==> src/hw/osb_pkg.sv <==
// ----------------------------------------
// shared constants for output enable control
// ----------------------------------------
package osb_pkg;
  // number of gated clock outputs
  localparam int OSB_NOUT = 20;
  // first and last output owning an enable pin
  localparam int OSB_PIN_LO = 5;
  localparam int OSB_PIN_HI = 12;
  // positions inside the synchronised pin vector
  localparam int OSB_SI_DATA = 0;
  localparam int OSB_SI_SCLK = 1;
  localparam int OSB_SI_LOAD = 5;
  localparam int OSB_SI_SEL = 8;
  localparam int OSB_SI_PG = 9;
  localparam int OSB_SI_W = 10;
  // values after reset
  localparam logic [19:0] OSB_ENABLE_RST = 20'hfffff;
  localparam logic [19:0] OSB_MASK_RST = 20'h00000;
  // clock rate of mclk
  localparam int OSB_CLK_MHZ = 10;
  // enable_latency bound, in input clock cycles
  localparam int OSB_OELAT_MAX_CYC = 10;
  // load-to-effect window, in input clock cycles
  localparam int OSB_PROP_MIN_CYC = 4;
  localparam int OSB_PROP_MAX_CYC = 10;
  // powerdown_exit_latency, longest time
  localparam int OSB_PDLAT_US = 300;
  localparam int OSB_PDLAT_CYC = OSB_PDLAT_US * OSB_CLK_MHZ;
  // startup_settle_time, longest time, in us
  localparam int OSB_STAB_US = 1800;
  localparam int OSB_STAB_CYC = OSB_STAB_US * OSB_CLK_MHZ;
endpackage : osb_pkg

==> src/hw/osb_link_if.sv <==
`timescale 1ns/1ps
// ----------------------------------------
// carrier between the control core and its helpers
// ----------------------------------------
interface osb_link_if;
  logic shift_tick; // one-cycle shift request
  logic shift_bit; // serial bit to shift in
  logic copy_now; // one-cycle copy to output register
  logic [19:0] held_bits; // side-band output register
  logic [19:0] enable_req; // wanted run state per output
  logic [19:0] out_run; // glitch-free run state
  modport ctl (output shift_tick, shift_bit, copy_now, enable_req,
               input held_bits, out_run);
  modport shifter (input shift_tick, shift_bit, copy_now, output held_bits);
  modport gate (input enable_req, output out_run);
endinterface : osb_link_if

==> src/hw/osb_shift_reg.sv <==
`timescale 1ns/1ps
// ----------------------------------------
// side-band shift and output registers
// ----------------------------------------
module osb_shift_reg
  import osb_pkg::*;
(
  // clock and reset
  input wire logic mclk,
  input wire logic arst_n,
  // link to the control core
  osb_link_if.shifter link
);
  logic [19:0] sr; // shift register
  logic [19:0] held; // output register
  logic [19:0] next_sr;
  logic [19:0] next_held;

  // next values: new bit enters at the top and walks down
  always_comb begin
    next_sr = sr;
    next_held = held;
    if (link.shift_tick) begin
      // first bit ends at output 0
      next_sr = {link.shift_bit, sr[19:1]};
    end
    if (link.copy_now) begin
      next_held = sr;
    end
  end

  // registers; both power up to all enabled
  always_ff @(posedge mclk or negedge arst_n) begin
    if (!arst_n) begin
      sr <= OSB_ENABLE_RST;
      held <= OSB_ENABLE_RST;
    end else begin
      sr <= next_sr;
      held <= next_held;
    end
  end

  assign link.held_bits = held;
endmodule : osb_shift_reg

==> src/hw/osb_enable_gate.sv <==
`timescale 1ns/1ps
// ----------------------------------------
// shared enable synchroniser, clocked by input clock
// ----------------------------------------
module osb_enable_gate
  import osb_pkg::*;
(
  // clock and reset
  input wire logic mclk,
  input wire logic arst_n,
  // link to the control core
  osb_link_if.gate link
);
  logic [19:0] stage; // first retiming stage
  logic [19:0] run; // final run state
  logic [19:0] next_stage;
  logic [19:0] next_run;

  // two stages: a change lands only on a clock boundary,
  // so an output never sees a cut pulse
  always_comb begin
    next_stage = link.enable_req;
    next_run = stage;
  end

  // outputs start stopped; power good is low after reset
  always_ff @(posedge mclk or negedge arst_n) begin
    if (!arst_n) begin
      stage <= '0;
      run <= '0;
    end else begin
      stage <= next_stage;
      run <= next_run;
    end
  end

  assign link.out_run = run;
endmodule : osb_enable_gate

==> src/hw/osb_output_enable.sv <==
`timescale 1ns/1ps
// ----------------------------------------
// output enable and side-band control core
// ----------------------------------------
module osb_output_enable
  import osb_pkg::*;
(
  // clock and reset
  input wire logic mclk,
  input wire logic arst_n,
  // strap and power pins
  input wire logic sideband_select_pin,
  input wire logic power_good_down_n,
  // enable pins, three shared with the serial link
  input wire logic enable5_or_serial_data,
  input wire logic enable6_or_serial_clock,
  input wire logic enable7_n,
  input wire logic enable8_n,
  input wire logic enable9_n,
  input wire logic enable10_or_load_line,
  input wire logic enable11_n,
  input wire logic enable12_n,
  // management writes, same clock domain
  input wire logic smbus_enable_wr,
  input wire logic [19:0] smbus_enable_wdata,
  input wire logic mask_wr,
  input wire logic [19:0] mask_wdata,
  // clock gating results
  output logic [19:0] out_run,
  // status
  output logic sideband_readback,
  output logic mask_access_ok,
  output logic device_started,
  output logic [19:0] smbus_enable,
  output logic [19:0] keep_enabled_mask
);

  // ----------------------------------------
  // helpers
  // ----------------------------------------
  osb_link_if link ();

  osb_shift_reg u_shift (
    .mclk(mclk),
    .arst_n(arst_n),
    .link(link)
  );

  osb_enable_gate u_gate (
    .mclk(mclk),
    .arst_n(arst_n),
    .link(link)
  );

  // ----------------------------------------
  // pin synchronisers
  // ----------------------------------------
  logic [9:0] pin_raw; // all asynchronous pins
  logic [9:0] sync1; // first stage, read by sync2 only
  logic [9:0] sync2; // settled pin levels
  logic [1:0] prev; // previous load and serial clock
  logic [9:0] next_sync1;
  logic [9:0] next_sync2;
  logic [1:0] next_prev;

  // gather pins in index order of the package
  assign pin_raw = {power_good_down_n, sideband_select_pin, enable12_n,
                    enable11_n, enable10_or_load_line, enable9_n,
                    enable8_n, enable7_n, enable6_or_serial_clock,
                    enable5_or_serial_data};

  // next values of the sync chain
  always_comb begin
    next_sync1 = pin_raw;
    next_sync2 = sync1;
    // edge history is taken from the settled stage only
    next_prev = {sync2[OSB_SI_LOAD], sync2[OSB_SI_SCLK]};
  end

  // sync registers; pins read as low after reset
  always_ff @(posedge mclk or negedge arst_n) begin
    if (!arst_n) begin
      sync1 <= '0;
      sync2 <= '0;
      prev <= '0;
    end else begin
      sync1 <= next_sync1;
      sync2 <= next_sync2;
      prev <= next_prev;
    end
  end

  // ----------------------------------------
  // decoded levels and edges
  // ----------------------------------------
  logic pg_ok; // power good, settled
  logic mode_sb; // side-band interface selected
  logic [7:0] pins_n; // enable pins 5..12, settled
  logic load_high; // load line high
  logic load_fall; // load line falling edge
  logic sclk_rise; // serial clock rising edge

  assign mode_sb = sync2[OSB_SI_SEL];
  assign pg_ok = sync2[OSB_SI_PG];
  assign pins_n = sync2[7:0];
  assign load_high = sync2[OSB_SI_LOAD];
  // limitation: flipping the select while pin 10 is high
  // looks like a load fall and copies the shift register
  assign load_fall = prev[1] & ~sync2[OSB_SI_LOAD];
  // the serial clock is sampled at 10 MHz, so a link
  // faster than a few MHz would lose edges here
  assign sclk_rise = sync2[OSB_SI_SCLK] & ~prev[0];

  // ----------------------------------------
  // serial link decode
  // ----------------------------------------
  // pins 5, 6, 10 become data, clock, load
  // load low hides clock and data
  // no power good term on purpose
  assign link.shift_tick = mode_sb & load_high & sclk_rise;
  assign link.shift_bit = sync2[OSB_SI_DATA];
  // copy here, gate adds two more
  assign link.copy_now = mode_sb & load_fall;

  // ----------------------------------------
  // management registers
  // ----------------------------------------
  logic [19:0] smb_en; // per-output enable bits
  logic [19:0] mask; // keep-enabled mask
  logic started; // first power good seen
  logic [19:0] next_smb_en;
  logic [19:0] next_mask;
  logic next_started;

  // next values of the management state
  always_comb begin
    next_smb_en = smb_en;
    next_mask = mask;
    // start latched by first power good
    next_started = started | pg_ok;
    if (smbus_enable_wr) begin
      next_smb_en = smbus_enable_wdata;
    end
    if (mask_wr && pg_ok) begin
      next_mask = mask_wdata;
    end
  end

  // management registers
  always_ff @(posedge mclk or negedge arst_n) begin
    if (!arst_n) begin
      smb_en <= OSB_ENABLE_RST;
      mask <= OSB_MASK_RST;
      started <= 1'b0;
    end else begin
      smb_en <= next_smb_en;
      mask <= next_mask;
      started <= next_started;
    end
  end

  // ----------------------------------------
  // enable request
  // ----------------------------------------
  logic [19:0] trad_req; // traditional mode decision
  logic [19:0] sb_req; // side-band mode decision
  logic [19:0] req; // final request to the gate

  // decide each output; the gate retimes the result
  always_comb begin
    trad_req = smb_en;
    // pins cover outputs 5 to 12
    for (int k = OSB_PIN_LO; k <= OSB_PIN_HI; k++) begin
      trad_req[k] = smb_en[k] & ~pins_n[k - OSB_PIN_LO];
    end
    sb_req = link.held_bits | mask;
    req = '0;
    if (pg_ok) begin
      req = mode_sb ? sb_req : trad_req;
    end
  end

  // pin path: two sync plus two gate cycles
  // power exit reaches outputs in four cycles
  // first clock follows the same four cycles
  assign link.enable_req = req;

  // ----------------------------------------
  // outputs, all taken from registers
  // ----------------------------------------
  // a stopped input clock freezes these, so outputs stop too
  assign out_run = link.out_run;
  assign sideband_readback = sync2[OSB_SI_SEL];
  assign mask_access_ok = sync2[OSB_SI_PG];
  assign device_started = started;
  assign smbus_enable = smb_en;
  assign keep_enabled_mask = mask;
endmodule : osb_output_enable

==> config.mk <==
export PLATFORM = sky130hd
export DESIGN_NAME = osb_output_enable
export DESIGN_NICKNAME = d
export VERILOG_FILES = /design/src/hw/osb_pkg.sv /design/src/hw/osb_link_if.sv /design/src/hw/osb_shift_reg.sv /design/src/hw/osb_enable_gate.sv /design/src/hw/osb_output_enable.sv
export SDC_FILE = /design/constraint.sdc
export NUM_CORES = 1
export LEC_CHECK = 0
export ABC_AREA = 1
export BUFFER_PORTS_ARGS = -buffer_cell sky130_fd_sc_hd__buf_2
export CAP_MARGIN = 0
export CORE_AREA = 2 2 156 97
export DETAILED_ROUTE_END_ITERATION = 8
export DIE_AREA = 0 0 158 99
export HOLD_SLACK_MARGIN = 0.03
export PLACE_DENSITY = 0.66
export SYNTH_ARGS = -nofsm -noshare
export SYNTH_HDL_FRONTEND = slang
export SYNTH_SLANG_ARGS = --single-unit
==> constraint.sdc <==
create_clock -name mclk -period 1.6 [get_ports mclk]
set_input_delay 0.24 -clock mclk [delete_from_list [all_inputs] [get_ports mclk]]
set_output_delay 0.24 -clock mclk [all_outputs]
set_load 0.01 [all_outputs]
==> out/results.ini, run 1 <==
[clocking]
cts_tree = built
cts_max_level = 4
clock_sinks = 143
clk_latency_ns = 0.41
cts-root-buf = clkbuf_16
clk_path_buf_depth = 2
clk_pin_slew_ns = 0.06
numCtsBuffers = 17

[synthesis]
syn_area_um2 = 5161
synth_area_per_cell_um2 = 10.30
ys_warn_count = 0
synth_nets = 555
synth_cell_types = 17
ys_ff_latch = 143
ys_seq_area_frac = 0.7079
syn-instance-count = 501

[global_route]
grt_max_degree = 46
track_usage = 0.1603
antenna_found_initial = 0
grt.overflow.total = 0
grt_pass1_wl_um = 19010
grt_pass1_vias = 3664

[detailed_routing]
drc = 0
dr.first_iter.drc_count = 346
via_per_inst = 4.458
first_pass_iters = 5
routedWlPerCell_um = 13.90
wl_um = 11790
ant_nets = 0
vias = 3780

[cells_and_area]
nets = 691
num_antenna_cells = 0
mostFrequentLayoutCell = nand2_1
layout_common_cells = nand2_1, buf_2, dfrtp_1
fin_cells = 848
area_growth_pct = 29.94
drive_gt1_frac = 0.3415

[die]
coreArea_um2 = 14210
io_pins = 117
die_h_um = 99
die-area_um2 = 15640
core.rowCount = 34
die_x_um = 158
initial_core_util = 0.3632

[sta]
worstMarginPinSlew_ns = 0.6554
min_period_over_period = 0.9313
finalSetupTns_ns = 0
hold_viol_final = 0
fmax_mhz = 671.1
rsz0062_at_grt = false
setup_ws_ns = 0.1099
report.final.slew_viol_count = 0
setup_violations = 0
fin_crit_ns = 1.490
maxSlewHeadroom = 0.5620
finClkSkew_ns = 0.006176

[worst_setup_path]
crit_path_start = sync2[9]$_DFF_PN0_
required_ns = 1.36
timing.rr.start = sync2[8]$_DFF_PN0_
crit_path_top_delay_cell = dfrtp_1
critPathTopFamily = buffers and inverters
crit_path_end = mask_access_ok
max_stage_delay_ns = 0.40
cp_max_fo = 31
endpoint_kind = primary output
path_class = reg2out
critPathBufInv = 2
r2r_end = u_shift.sr[6]$_DFFE_PN1P_
crit_path_cell_trace = buf_6 > buf_2
reg2regPathDepth = 5
crit_arrival_ns = 1.25
worstSetupPathDepth = 2
critPathLaunchType = register
r2r_slack_ns = 0.16

[power]
leakage_nw = 3.266
total_power_mw = 8.603
ir_drop_uv = 839.1
power.density_nw_per_um2 = 1283

[placed_design]
dp_cells = 800
gp_congestion = 0.7919
portBuffers = 116
preCtsSetupSlack_ns = 0.1689
hpwl_um = 8220

[hold_path]
hold_path_class = in2reg
hold_depth = 3

[run]
cap_violations = 0

[status]
status = finished clean

## where the power goes
part           switching, mW  internal [mW]
combinational          0.488          0.325
clock                   1.61           2.03
sequential             0.179           3.97
## routing by layer
layer,vias up,GRT usage,part of all wire
met4,0,0.05405,0.014
met1,1798,0.2317,0.49
met2,115,0.2334,0.44
li1,1854,-,-
met5,-,0,0
met3,13,0.04442,0.061
## registers in the layout (all words and copies together), names as in the netlist
signal and count:
sync2 10, u_shift.link.held_bits 20, smbus_enable 20, u_gate.next_run 20, next_sync2 10, prev 2, keep_enabled_mask 20, u_gate.link.out_run 20
device_started 1, u_shift.sr 20
## cell usage after synthesis (all sizes together)
cell | number | area share
nand2 | 139 | 0.10
dfrtp | 83 | 0.40
dfstp | 60 | 0.31
o21ai | 52 | 0.050
inv | 43 | 0.031
nor2 | 43 | 0.032
nand3 | 41 | 0.040
buf | 16 | 0.017
nor3 | 12 | 0.012
clkbuf | 10 | 0.0073
a21oi | 1 | 0.00097
or2 | 1 | 0.0012
## cell families after synthesis
logic type             synth area share
DFF                              0.7079
buffers and inverters           0.05527
AOI/OAI and AO/OA               0.05139
and+or+nand+nor                  0.1855
## how the worst min path moves through the flow
stage                                 from                          endpoint  slack [ns]
finish              smbus_enable_wdata[19]      smbus_enable[19]$_DFFE_PN1P_        0.04
global route        smbus_enable_wdata[15]      smbus_enable[15]$_DFFE_PN1P_        0.05
CTS                 smbus_enable_wdata[19]      smbus_enable[19]$_DFFE_PN1P_        0.03
detailed placement                  arst_n  u_gate.link.out_run[2]$_DFF_PN0_        0.20
global placement                    arst_n  u_gate.link.out_run[3]$_DFF_PN0_        0.20
floorplan                           arst_n          device_started$_DFF_PN0_       -0.06
## what timing repair did
action,CTS,global route
gates resized for setup,0,1
hold buffers,16,0
hold endpoints to repair,34,0
setup buffers,0,0
endpoints found under the setup margin,0,1
## through the flow
stage	hold slack [ns]	area (µm²)	util
global placement	0.2011	5992	0.4217
CTS	0.03037	6703	0.4717
finish	0.04030	6706	0.4720
detailed placement	0.2050	5992	0.4217
floorplan	-0.05559	5161	-
global route	0.05262	6706	0.4720
## layout make-up
cell class	instances	area, µm²
clock buffer	17	425.4
timing repair buffer	143	870.8
multi-input combinational	289	1222
tap	198	247.7
inverter	43	161.4
clock inverter	15	125.1
fill	1323	7502
sequential	143	3654
## tightest hold or removal path: cells and delay by family
kind	cells	cell delay (ns)
AOI/OAI and AO/OA	1	0.06
buffers and inverters	1	0.07
and+or+nand+nor	1	0.04
No activity file was read; power rests on OpenSTA's default activity.
==> inputs of run 2 (changes only) <==
--- a/config.mk
+++ b/config.mk
@@ -12,7 +12,8 @@
 export DETAILED_ROUTE_END_ITERATION = 8
 export DIE_AREA = 0 0 158 99
 export HOLD_SLACK_MARGIN = 0.03
-export PLACE_DENSITY = 0.66
+export PLACE_DENSITY = 0.65
 export SYNTH_ARGS = -nofsm -noshare
 export SYNTH_HDL_FRONTEND = slang
+export SYNTH_HIERARCHICAL = 1
 export SYNTH_SLANG_ARGS = --single-unit
==> out/results.ini, run 2 <==
[status]
status = finished clean

[synthesis]
ys.flop_type = dfrtp_1
synth_mux_area_frac = 0
yosysMostFrequentCell = nand2_1
synthSimpleGateAreaFrac = 0.2100
ys_seq_area_frac = 0.7106
synth_top_area_frac = 0.4040
ys_warn_count = 6
synth_top_family_by_area = simple AND/OR/NAND/NOR gates
ys_ff_latch = 143
synth_edf_count = 0
synth_cell_types = 17
synth_xor_area_frac = 0
synth_area_leader_cell = dfrtp_1
synth_nets = 554
syn-instance-count = 500
synthTopCellsByArea = dfrtp_1, dfstp_2, nand2_1
synth-async-reset-ratio = 1.000
synthTopCellsByCount = nand2_1, dfrtp_1, dfstp_2
syn_area_um2 = 5141
synth-adder-area-share = 0
synth-compound-area-share = 0.03212
synth_area_per_cell_um2 = 10.28

[worst_setup_path]
path_class = reg2out
endpoint_kind = primary output
required_ns = 1.36
crit_arrival_ns = 1.22
critPathLaunchType = register
cp_max_fo = 18

[power]
power_switching_mw = 2.054
switching_share = 0.2323
combPwrFrac = 0.088
pwr-share-clk = 0.442
pwr-share-seq = 0.470
total_power_mw = 8.842
power.density_nw_per_um2 = 1327
intPower_mw = 6.788
leakage_nw = 3.396
ir_drop_uv = 622.7

[global_route]
grt_pass1_vias = 3897
track_usage = 0.1615
antenna_found_initial = 0
grt_pass1_wl_um = 19200
grt.overflow.total = 0
grt_max_degree = 58

[cells_and_area]
final_area_um2 = 6663
n_fill_cell = 1336
area_growth_pct = 29.59
drive_gt1_frac = 0.3405
fin_cells = 847
register_area_um2 = 3654
multi_input_area_um2 = 1250
nets = 690
fin_util = 0.4689
mostFrequentLayoutCell = nand2_1
num_antenna_cells = 0
layout_common_cells = nand2_1, buf_2, dfrtp_1

[detailed_routing]
drc = 0
routedWlPerCell_um = 13.83
wl_um = 11720
vias = 3718
first_pass_iters = 5
ant_nets = 0
via_per_inst = 4.390
dr.first_iter.drc_count = 274

[die]
die_h_um = 99
initial_core_util = 0.3618
die-area_um2 = 15640
die_x_um = 158
io_pins = 117
core.rowCount = 34
coreArea_um2 = 14210

[clocking]
cts_tree = built
clk_pin_slew_ns = 0.06
post_cts_buffers = 0
clk_latency_ns = 0.41
clk_path_buf_depth = 2
numCtsBuffers = 17
clock_sinks = 143
ctsHoldBuffers = 12
cts-root-buf = clkbuf_16
cts_resized = 0
cts_max_level = 4

[sta]
rsz0062_at_grt = false
min_period_over_period = 0.9114
setup_violations = 0
maxSlewHeadroom = 0.5429
setup_ws_ns = 0.1417
finalSetupTns_ns = 0
finClkSkew_ns = 0.007303
fmax_mhz = 685.7
hold_viol_final = 0
worstMarginPinSlew_ns = 0.6841
fin_crit_ns = 1.458
timing.hold.ws_ns = 0.04869
report.final.slew_viol_count = 0

[placed_design]
placed_area_um2 = 5951
gp_congestion = 0.7571
preCtsSetupSlack_ns = 0.4036
dp_cells = 803
portBuffers = 116
hpwl_um = 8249

[hold_path]
hold_path_class = in2reg

[run]
cap_violations = 0

==> run 2: cell types whose count changed in the layout (fill, tap and decap cells not counted), moves of 6 or more <==
cell     previous run  this run
nand3_1            41        20
inv_1              42        22
o21ai_0            46        20
o21ai_1             6        12
nand2_1           139       199
==> run 2: logic make-up after synthesis <==
family | after synthesis
AOI/OAI and AO/OA | 33
buffers and inverters | 48
DFF | 143
and+or+nand+nor | 276
==> run 2: layout make-up <==
class,instances,area share
clock inverters,6,0.01239
inverters,24,0.01352
repair buffers,141,0.1245
flip-flops and latches,143,0.5484
multi-input cells,309,0.1876
well taps,198,0.03718
clock buffers,26,0.07643
==> run 2: critical path, stage by stage, from the launching register on <==
cell and delay (ns):
dfrtp_1 0.38, buf_4 0.25, buf_2 0.18
==> run 2: worst paths after layout <==
check                      depth (start not counted)                                 to               startpoint  slack, ns
max                                                2                     mask_access_ok       sync2[9]$_DFF_PN0_       0.14
min                                                3        smbus_enable[9]$_DFFE_PN1P_    smbus_enable_wdata[9]       0.05
max reg2reg                                        5         u_shift/sr[16]$_DFFE_PN1P_       sync2[8]$_DFF_PN0_       0.40
min reg2reg                                        0                 sync2[7]$_DFF_PN0_  next_sync2[7]$_DFF_PN0_       0.34
max in group asynchronous                          3        smbus_enable[6]$_DFFE_PN1P_                   arst_n       0.65
min in group asynchronous                          2  keep_enabled_mask[18]$_DFFE_PN0P_                   arst_n       0.27
==> run 2: power groups by stage <==
stage | clock, mW | sequential (mW) | combinational [mW]
global placement | 0 | 4.20 | 0.751
detailed placement | 0 | 4.22 | 0.770
CTS | 3.98 | 4.16 | 0.796
finish | 3.90 | 4.16 | 0.779
floorplan | 0 | 4.24 | 0.303
global route | 4.14 | 4.20 | 0.895
==> run 2: metal layers <==
metal | routed length (µm) | GRT usage | vias up
li1 | - | - | 1819
met2 | 5181 | 0.2465 | 114
met3 | 782 | 0.04178 | 13
met1 | 5646 | 0.2256 | 1772
met5 | 0 | 0 | -
met4 | 108 | 0.05475 | 0
